--- src/adc_pkg.sv ---
package adc_pkg;

   localparam int RES_W = 12;
   localparam int HALF_W = 8;
   localparam int ZF_W = 4;
   localparam int CNT_W = 9;

   localparam int CLK_PERIOD_NS = 25;
   // longest conversion time, rounded down to whole cycles
   localparam int CONV_TIME_NS = 8000;
   localparam int CONV_CYCLES = CONV_TIME_NS / CLK_PERIOD_NS;
   // full acquire and convert cycle, informative for the controller
   localparam int CYCLE_TIME_NS = 10000;
   localparam int CYCLE_CYCLES = CYCLE_TIME_NS / CLK_PERIOD_NS;

   localparam logic [CNT_W-1:0] CNT_LAST = CNT_W'(CONV_CYCLES - 1);
   localparam logic [CNT_W-1:0] CNT_RST = 9'h000;
   localparam logic [RES_W-1:0] RES_RST = 12'h000;
   localparam logic [ZF_W-1:0] ZF_LEVEL = 4'h0;

   typedef enum logic {
      ST_TRACK,
      ST_CONVERT
   } conv_state_t;

endpackage : adc_pkg

--- src/adc_read_port.sv ---
// Function
// RQ1: result pins float unless select is low and read/convert is high.
// RQ2: highest result pin carries the msb, lowest pin the lsb.
// RQ3: each result is a 12-bit two's complement parallel word.
// RQ4: zero-fill pins drive low while read is enabled, float otherwise.
// RQ5: half select low gives upper 8 bits, high gives lower 8 bits.
// RQ6: convert starts when select and read/convert are low and not busy.
// RQ7: read/convert rising with select low enables the result pins.
// RQ8: select and read/convert are OR'd; either falling may start conversion.
// RQ9: busy goes low at start, high after the result register updates.
// RQ10: conversion ends within 8 us; full cycle within 10 us.
// RQ11: convert commands are ignored while busy is low.
// RQ12: controller holds the convert request low 40 ns to 6 us.
// RQ13: controller releases the request before busy rises, else reconverts.
// RQ14: controller reads after busy rises, both halves via half select.
// RQ15: after reset busy is high and result pins float.
`timescale 1ns/1ps

module adc_read_port
   import adc_pkg::*;
(
   input wire logic clk,
   input wire logic resetn,
   input wire logic select_n,
   input wire logic read_conv,
   input wire logic half_sel,
   input wire logic [RES_W-1:0] sample_code,
   output logic [RES_W-1:0] result_o,
   output logic result_oe,
   output logic [ZF_W-1:0] zero_fill_outputs,
   output logic zero_fill_oe,
   output logic busy_n,
   output logic hold
);

   ////////////////////////////////////////////////////////////////////////
   // command decode

   logic read_en;
   logic start;
   logic conv_req;

   // low on both inputs asserts the combined command
   assign conv_req = ~(select_n | read_conv); // RQ8
   assign read_en = ~select_n & read_conv; // RQ1 RQ7

   ////////////////////////////////////////////////////////////////////////
   // conversion sequencer

   conv_state_t state_q;
   conv_state_t state_d;
   logic [CNT_W-1:0] cnt_q;
   logic [CNT_W-1:0] cnt_d;
   logic busy_n_q;
   logic busy_n_d;
   logic hold_q;
   logic hold_d;
   logic [RES_W-1:0] result_q;
   logic [RES_W-1:0] result_d;

   // level sensitive: a request still low when busy rises restarts at once
   assign start = conv_req & (state_q == ST_TRACK); // RQ6 RQ11 RQ13

   always_comb begin
      state_d = state_q;
      cnt_d = cnt_q;
      busy_n_d = busy_n_q;
      hold_d = hold_q;
      result_d = result_q;
      unique case (state_q)
         ST_TRACK: begin
            if (start) begin
               state_d = ST_CONVERT; // RQ6
               cnt_d = CNT_RST;
               busy_n_d = 1'b0; // RQ9
               hold_d = 1'b1;
            end
         end
         ST_CONVERT: begin
            // new requests are not looked at here
            if (cnt_q == CNT_LAST) begin // RQ10 RQ11
               state_d = ST_TRACK;
               result_d = sample_code; // RQ3
               busy_n_d = 1'b1; // RQ9
               hold_d = 1'b0;
            end else begin
               cnt_d = cnt_q + 9'h001;
            end
         end
      endcase
   end

   always_ff @(posedge clk) begin
      if (!resetn) begin
         state_q <= ST_TRACK;
         cnt_q <= CNT_RST;
         busy_n_q <= 1'b1; // RQ15
         hold_q <= 1'b0;
         result_q <= RES_RST;
      end else begin
         state_q <= state_d;
         cnt_q <= cnt_d;
         busy_n_q <= busy_n_d;
         hold_q <= hold_d;
         result_q <= result_d;
      end
   end

   ////////////////////////////////////////////////////////////////////////
   // output bus

   logic [RES_W-1:0] bus_q;
   logic [RES_W-1:0] bus_d;
   logic oe_q;
   logic oe_d;
   logic [ZF_W-1:0] zf_q;
   logic [ZF_W-1:0] zf_d;

   always_comb begin
      oe_d = read_en; // RQ1 RQ4 RQ7
      zf_d = ZF_LEVEL; // RQ4
      if (!half_sel) begin
         // full word; the top byte pins carry the upper 8 bits
         bus_d = result_q; // RQ2 RQ5
      end else begin
         // lower 8 bits moved onto the top byte pins
         bus_d = {result_q[HALF_W-1:0], result_q[RES_W-1:HALF_W]}; // RQ5
      end
   end

   always_ff @(posedge clk) begin
      if (!resetn) begin
         bus_q <= RES_RST;
         oe_q <= 1'b0; // RQ15
         zf_q <= ZF_LEVEL;
      end else begin
         bus_q <= bus_d;
         oe_q <= oe_d;
         zf_q <= zf_d;
      end
   end

   assign result_o = bus_q;
   assign result_oe = oe_q;
   assign zero_fill_outputs = zf_q;
   assign zero_fill_oe = oe_q;
   assign busy_n = busy_n_q;
   assign hold = hold_q;

   ////////////////////////////////////////////////////////////////////////
   // checks

   logic [CNT_W:0] low_run_q;

   always_ff @(posedge clk) begin
      if (!resetn) begin
         low_run_q <= 10'h000;
      end else if (!busy_n_q) begin
         low_run_q <= low_run_q + 10'h001;
      end else begin
         low_run_q <= 10'h000;
      end
   end
endmodule : adc_read_port

--- config.mk ---
export PLATFORM = sky130hd
export DESIGN_NAME = adc_read_port
export DESIGN_NICKNAME = d
export VERILOG_FILES = /design/src/adc_pkg.sv /design/src/adc_read_port.sv
export SDC_FILE = /design/constraint.sdc
export NUM_CORES = 1
export LEC_CHECK = 0
export BUFFER_PORTS_ARGS = -buffer_cell sky130_fd_sc_hd__clkbuf_2
export CAP_MARGIN = 30
export CORE_ASPECT_RATIO = 2
export CORE_MARGIN = 8
export CORE_UTILIZATION = 35
export CTS_CLUSTER_DIAMETER = 100
export DETAILED_ROUTE_END_ITERATION = 16
export SLEW_MARGIN = 20
export SYNTH_ARGS = -nofsm -noshare
export SYNTH_HDL_FRONTEND = slang
export SYNTH_SLANG_ARGS = --single-unit
--- constraint.sdc ---
create_clock -name clk -period 2.1 [get_ports clk]
set_input_delay 0.42 -clock clk [delete_from_list [all_inputs] [get_ports clk]]
set_output_delay 0.42 -clock clk [all_outputs]
set_load 0.05 [all_outputs]
== After elaboration in Yosys (flattened, before gate mapping) ==
Cells that the tools add are included.
Operators by class
  $add $sub $neg: 1
  equality and inequality tests: 4
  mux-type cells: 13
  bitwise logic cells: 6
  reductions and logical operators: 3
Operators by type and width (count)
  9-bit 2-to-1 mux: 2
  9-bit one-hot mux with 2 select lines: 1
  12-bit 2-to-1 mux: 1
  9-bit by 1-bit adder with 9-bit output, second input constant: 1
  9-bit equality test, second input constant: 1
  1-bit 2-to-1 mux: 6
  1-bit one-hot mux with 2 select lines: 3
  2-bit AND reduction: 3
  2-bit != test, second input constant: 2
  1-bit NOT: 3
  1-bit AND: 2
  2-bit by 1-bit != test with 1-bit output, second input constant: 1
  1-bit bitwise OR: 1
Storage, ports and cells
  register bits: 37
  bits of input ports: 17
  output and inout port bits: 20
  word-level logic and storage cells: 34

== Depth between registers and ports, before layout ==
Gate-level depths: netlist of the first run.
  word-level depth: 5
  gate-level depth with buffers: 5
  mapped depth without buffers: 4

== Worst setup path before layout of the first run ==
No wires, ideal clock.
  path kind: register -> register
  start point: register cnt_q[0]
  end point: register cnt_q[6]
  library setup time: 0.120 ns
  arrival time: 1.315 ns
  data required time: 1.980 ns
  setup slack: 0.665 ns
  cell stages (with the launch flop): 6
  buffers on the path: 1
  clock period less this slack: 1.435 ns
  cell sequence: dfxtp_1 > ha_1 > buf_2 > and4_1 > and4b_1 > o31a_1
Between the ends
  longest elaborated chain between the ends: 3
  elaborated cells between the ends (all ways): 6
  those cells by class: add/sub: 1; eq/ne: 2; mux: 2; reduce/logical: 1
RTL lines
  from (decl): line adc_read_port.sv:52  | logic [CNT_W-1:0] cnt_q;
  from (signal assigned): line adc_read_port.sv:102  | cnt_q <= cnt_d;
  9-bit by 1-bit adder with 9-bit output / 9-bit equality test (equally long branches): line adc_read_port.sv:87, adc_read_port.sv:81
  9-bit 2-to-1 mux / 2-bit != test (equally long branches)
  9-bit one-hot mux with 2 select lines / 2-bit AND reduction (equally long branches)
Parallel ways exist; a longest one is shown, timed or not. The select of a mux whose other input is x is not followed.
A chain may end at the register's enable or synchronous reset.

== Worst setup path in the final report of the first run ==
  start point: register cnt_q[0]
  end point: register hold_q, in the netlist hold
Between the ends
  longest elaborated chain between the ends: 3
RTL lines
  9-bit equality test: line adc_read_port.sv:81  | if (cnt_q == CNT_LAST) begin
  2-bit by 1-bit != test with 1-bit output (no source line)
  2-bit AND reduction (no source line)
  to (signal assigned): line adc_read_port.sv:104  | hold_q <= hold_d;
  to (decl): line adc_read_port.sv:56  | logic hold_q;
No other way between the ends.

==> reports/summary.txt, run 1 <==
largest net degree at the start of global routing: 38
clk buf depth: 2
dominant cells by area after synthesis: dfxtp_1 (43%), mux2i_1 (15%), nand2_1 (6.1%), nor2_1 (3.7%), buf_4 (2.2%)
P per Cell Area: 739 nW/um^2
Clock Latency Late Sink: 290 ps
sequential share of power: 49.2%
maximum fanout along the worst path: 15
Die Height: 115 microns
design area: 1980 sq um
Detailed Routing Iterations Pass 1: 4
DR vias: 1394
Slew @ Worst Pin: 672 ps
drt total wl: 3960 microns
ys async rst share: 0%
startpoint types: flop
final setup fails: 0
htree depth: 2
Critical Path Start: cnt_q[0]
Combinational Power Share: 7.7%
DR DRC count: 0
Leak: 0.929 nW
Via-to-Cell Ratio: 5.13
slowest cell delay on critical path: 450 ps
most common cell in the netlist: dfxtp_1
cell count after synthesis: 187
Primary FF master, synth: dfxtp_1
CTS tree: built
Top delay family on crit path: flip-flops
share of the synthesized area in the top cell type: 43.2%
die width: 65.5 microns
ANT nets after route: 0
CTS Buf Count: 5
Hold WC Path Type: input port to flop
Initial DRC Count: 44
DIE AREA: 7530 sq um
Avg Cell Area, Syn: 9.17 sq um
Max Transition Viols Final: 0
CTS sink count: 37
Internal: 0.00110 W
IO Port Bufs: 32
flops & latches, synth: 37
DPL Wire Length: 2970 microns
Avg WL per Cell: 14.5 microns
Post-CTS Setup Repair Bufs: 0
Yosys top cell by area: dfxtp_1
layout net count: 232
commonest cells in the netlist: dfxtp_1 (37), nand2_1 (28), mux2i_1 (25), nor2_1 (17), clkbuf_1 (6)
fin crit share: 81.1%
# Max-Cap Violations: 0
crit path time final: 1700 ps
EDFF count, synth: 0
RSZ-0062 raised after global routing: false
Core Area: 4820 sq um
sequential cell area: 741 sq um
Clock power frac: 43.1%
critical path capture point type: flop
Ys Warns: 0
crit path buf inv count: 0
footprint of the multi-input gates: 872 sq um
maximum clock frequency: 0.587 GHz
slew margin rel.: 55.1%
number of global-route vias before repair: 1438
Clock transition at path regs: 80 ps
Fillers: 487
first-pass GRT wire length: 6510 microns
Hold Crit Start: sample_code[8]
power after layout: 0.00147 W
Setup TNS Final: 0 ps
Crit Path Class: flop to flop
initial core utilization: 35.6%
Worst EP arrival: 1890 ps
DP Area: 1870 sq um
P_sw: 0.000368 W
Yosys cell types: 39
PostCTS Resize Cnt: 0
Post-Layout Cell Count: 272
final core occ: 41.1%
GRT Residual Overflow: 0
Tot GR Track Use: 11.0%
Fin Clk Skew: 9.38 ps
endpoints failing hold: 0
maximum vdd drop: 365 uV
initial antenna violation count: 0
required time worst endpoint: 2290 ps
sequential element share of the synthesized area: 43.2%
status: complete, no violations
# diodes: 0
count of hold-fix buffers inserted at cts: 0
crit-path cells: ha_1, nand4_4, a31o_2
Root Buffer: clkbuf_8
final RePlAce weighted congestion: 0.914
Site Rows: 36
CP max stage cell: dfxtp_1
Netlist Area Pre-Place: 1720 sq um
area grow syn2layout: 15.6%
share of cells above drive strength 1: 22.3%
DP Cell Count: 264
sw frac: 25.1%
RR Startpoint: cnt_q[0]
I/O pin total: 37
## logic make-up (layout without fill, tap and decap cells)
kind of cell               Yosys count  after routing  synth area share (%)
AOI/OAI and AO/OA                   28             28                  11.9
adders and majority gates            1              1                 0.729
buffers and inverters               20             45                  6.64
DFF                                 37             37                  43.2
muxes                               25             25                  14.6
other                                1              4                 0.219
and+or+nand+nor                     75             75                  22.8
## power by group through the flow
stage | combinational (W) | sequential, W | clock [W]
5_1_grt | 0.000123 | 0.000723 | 0.000674
6_report | 0.000113 | 0.000721 | 0.000632
3_3_place_gp | 0.000114 | 0.000737 | 0
3_5_place_dp | 0.000114 | 0.000737 | 0
2_1_floorplan | 0.0000784 | 0.000742 | 0
4_1_cts | 0.000115 | 0.000721 | 0.000645
## state kept, by name (all words and copies together) (netlist names)
name       flops
hold           1
busy_n         1
result_q      12
state_q        1
result_oe      1
cnt_q          9
result_o      12
## layer usage
metal  vias to the layer above  global-route usage, %  wire [microns]
met5                         -                      0               0
met4                         0                   7.48             143
met3                        13                   2.34             158
met2                        34                   20.2            2140
met1                       646                   10.4            1510
li1                        701                      -               -
## cell type report
| cell class | instances | area share, % |
|---|---|---|
| tap | 57 | 3.60 |
| timing repair buffer | 34 | 8.83 |
| clock buffer | 5 | 3.47 |
| sequential | 37 | 37.4 |
| multi-input combinational | 133 | 44.0 |
| inverter | 3 | 0.568 |
| clock inverter | 3 | 2.21 |
## layout by cell type, fill, tap and decap left out, drive strengths merged, types with 3 or more instances in the layout
cell type / synthesis / final
or3: 3 / 3
a31oi: 4 / 4
clkbuf: 6 / 37
nand3: 5 / 5
conb: 1 / 4
a21oi: 5 / 5
mux2i: 25 / 25
a31o: 3 / 3
nor2: 17 / 17
nor2b: 4 / 4
and4: 3 / 3
dfxtp: 37 / 37
nand4: 5 / 5
inv: 2 / 3
o21ai: 3 / 3
nand2: 28 / 28
and3: 4 / 4
## worst reg2reg max path, cell delays in order, from the launching register on
cell     delay (ps)
dfxtp_1         450
ha_1            410
nand4_4         370
a31o_2          380
## stage by stage
step                      hold WS, ps  setup slack [ps]
after CTS                         328               386
after global routing              344               262
after global placement            460               437
after detailed placement          470               400
after floorplan                   450               665
final                             335               396
## path summary, 6_finish.rpt
path	to	slack [ps]	cells past startpoint
setup / recovery	hold	400	3
hold / removal	result_q[8]	340	3
setup reg to reg	hold	400	3
hold reg to reg	result_q[11]	480	2
Power figures use the tool's default switching activity.
==> run 2: changes to the inputs <==
- clock period: 2.1 -> 1.5 ns (I/O delays scaled with it)
==> run 2 against run 1 <==
Effect of this change:
- via count rose by 6.2%
- sequential share of layout area shrank 2.1 points
- worst hold slack worse by 95 ps
- worst setup slack got worse by 310 ps
- power rose by 28%
- global-route usage up 1.2 points
- core utilization up 2.4 points
- first-iteration DRC count down 11%
- highest routed layer unchanged
==> reports/summary.txt, run 2 (synthesis results as in run 1) <==
count of hold-fix buffers inserted at cts: 0 (unchanged)
Leak: 1.01 nW (was 0.929 nW)
R2R setup slack: 80 ps (was 400 ps)
dpl ws: 98.6 ps (was 400 ps)
fin crit share: 94.5% (was 81.1%)
final RePlAce weighted congestion: 0.907 (was 0.914)
sw frac: 24.3% (was 25.1%)
IO Port Bufs: 32 (unchanged)
first-pass GRT wire length: 7250 microns (was 6510 microns)
Post-CTS Setup Repair Bufs: 0 (unchanged)
ANT nets after route: 0 (unchanged)
clk buf depth: 2 (unchanged)
commonest cells after routing, fill and taps aside: dfxtp_1 (37), clkbuf_2 (32), nand2_1 (28) (unchanged)
Crit Path Class: flop to flop (unchanged)
startpoint types: flop (unchanged)
P per Cell Area: 892 nW/um^2 (was 739 nW/um^2)
critical path capture point type: flop (unchanged)
RSZ-0062 raised after global routing: false (unchanged)
fin worst setup slack: 83.1 ps (was 396 ps)
status: complete, no violations (unchanged)
Max Transition Viols Final: 0 (unchanged)
# Max-Cap Violations: 0 (unchanged)
drt total wl: 4230 microns (was 3960 microns)
Initial DRC Count: 39 (was 44)
maximum vdd drop: 700 uV (was 365 uV)
maximum clock frequency: 0.706 GHz (was 0.587 GHz)
Worst EP arrival: 1590 ps (was 1890 ps)
area grow syn2layout: 22.5% (was 15.6%)
DR vias: 1481 (was 1394)
Fillers: 487 (unchanged)
# diodes: 0 (unchanged)
Post-Layout Cell Count: 290 (was 272)
htree depth: 2 (unchanged)
Core Area: 4820 sq um (unchanged)
Site Rows: 36 (unchanged)
Detailed Routing Iterations Pass 1: 4 (unchanged)
sequential share of power: 53.4% (was 49.2%)
initial core utilization: 35.6% (unchanged)
Hold WC Path Type: input port to flop (unchanged)
Tot GR Track Use: 12.2% (was 11.0%)
Root Buffer: clkbuf_8 (unchanged)
Hold Slack: 241 ps (was 335 ps)
P_sw: 0.000456 W (was 0.000368 W)
DP Cell Count: 283 (was 264)
CTS sink count: 37 (unchanged)
I/O pin total: 37 (unchanged)
Combinational Power Share: 10.0% (was 7.7%)
Die Height: 115 microns (unchanged)
required time worst endpoint: 1670 ps (was 2290 ps)
DIE AREA: 7530 sq um (unchanged)
Fin Clk Skew: 5.97 ps (was 9.38 ps)
Clock transition at path regs: 70 ps (was 80 ps)
Clock power frac: 36.6% (was 43.1%)
GRT Residual Overflow: 0 (unchanged)
most common cell after layout, fill and taps aside: dfxtp_1 (unchanged)
Internal: 0.00142 W (was 0.00110 W)
endpoints failing hold: 0 (unchanged)
DPL Wire Length: 3420 microns (was 2970 microns)
largest net degree at the start of global routing: 27 (was 38)
DR DRC count: 0 (unchanged)
number of global-route vias before repair: 1577 (was 1438)
die width: 65.5 microns (unchanged)
Via-to-Cell Ratio: 5.11 (was 5.13)
layout net count: 251 (was 232)
CTS tree: built (unchanged)
Setup TNS Final: 0 ps (unchanged)
initial antenna violation count: 0 (unchanged)
share of cells above drive strength 1: 28.3% (was 22.3%)
Clock Latency Late Sink: 280 ps (was 290 ps)
crit path time final: 1420 ps (was 1700 ps)
maximum fanout along the worst path: 5 (was 15)
final setup fails: 0 (unchanged)
Avg WL per Cell: 14.6 microns (was 14.5 microns)
CTS Buf Count: 5 (unchanged)
==> run 2: changes by cell type in the layout (fill, tap and decap cells not counted), sizes merged <==
| cell | previous run | this run |
|---|---|---|
| bufinv | 1 | 0 |
| inv | 3 | 2 |
| buf | 2 | 21 |
| clkinv | 2 | 1 |
| clkbuf | 37 | 39 |
==> run 2: path summary, 6_finish.rpt <==
path	cells after the start	from	end
max reg2reg	4	cnt_q[0]	cnt_q[6]
max	4	cnt_q[0]	cnt_q[6]
min	3	sample_code[7]	result_q[7]
min reg2reg	2	result_q[8]	result_q[8]
==> run 2: per-layer routing <==
metal | part of all wire, % | wire (microns) | GRT usage (%) | vias up
met1 | 36 | 1530 | 11.4 | 680
met3 | 3.6 | 152 | 2.34 | 15
met5 | 0 | 0 | 0 | -
met2 | 55 | 2350 | 22.6 | 43
li1 | - | - | - | 743
met4 | 4.9 | 206 | 8.36 | 0
==> run 2: what timing repair did <==
| item | CTS | global route |
|---|---|---|
| setup endpoints to repair | 0 | 1 |
| endpoints found under the hold margin | 0 | 0 |
| gates resized for setup | 0 | 1 |
==> run 2: power by group through the flow <==
stage,registers (W),logic [W],clock network [W]
6_report,0.00100,0.000187,0.000687
3_5_place_dp,0.00102,0.000187,0
2_1_floorplan,0.00104,0.000110,0
4_1_cts,0.00100,0.000188,0.000719
5_1_grt,0.00100,0.000204,0.000752
3_3_place_gp,0.00102,0.000187,0
==> run 2: critical path, cell delays in order (launching register included) <==
cell     delay [ps]
dfxtp_1         340
ha_1            280
and4_1          320
a21oi_1          90
o31a_1          280
==> run 2: layout make-up <==
cell class	instances	area (sq um)	share of cell area, %
well taps	57	71.3	3.39
inverters	3	11.3	0.536
clock buffers	7	86.3	4.11
repair buffers	53	318	15.1
multi-input cells	133	873	41.6
flip-flops and latches	37	741	35.3
==> run 2: stage by stage <==
stage / utilization (%) / power [W] / instance area [sq um]
final: 43.6 / 0.00187 / 2100
after global routing: 43.6 / 0.00196 / 2100
after CTS: 43.6 / 0.00191 / 2100
after detailed placement: 41.8 / 0.00121 / 2010
after global placement: 41.8 / 0.00121 / 2010
after floorplan: - / 0.00115 / 1730
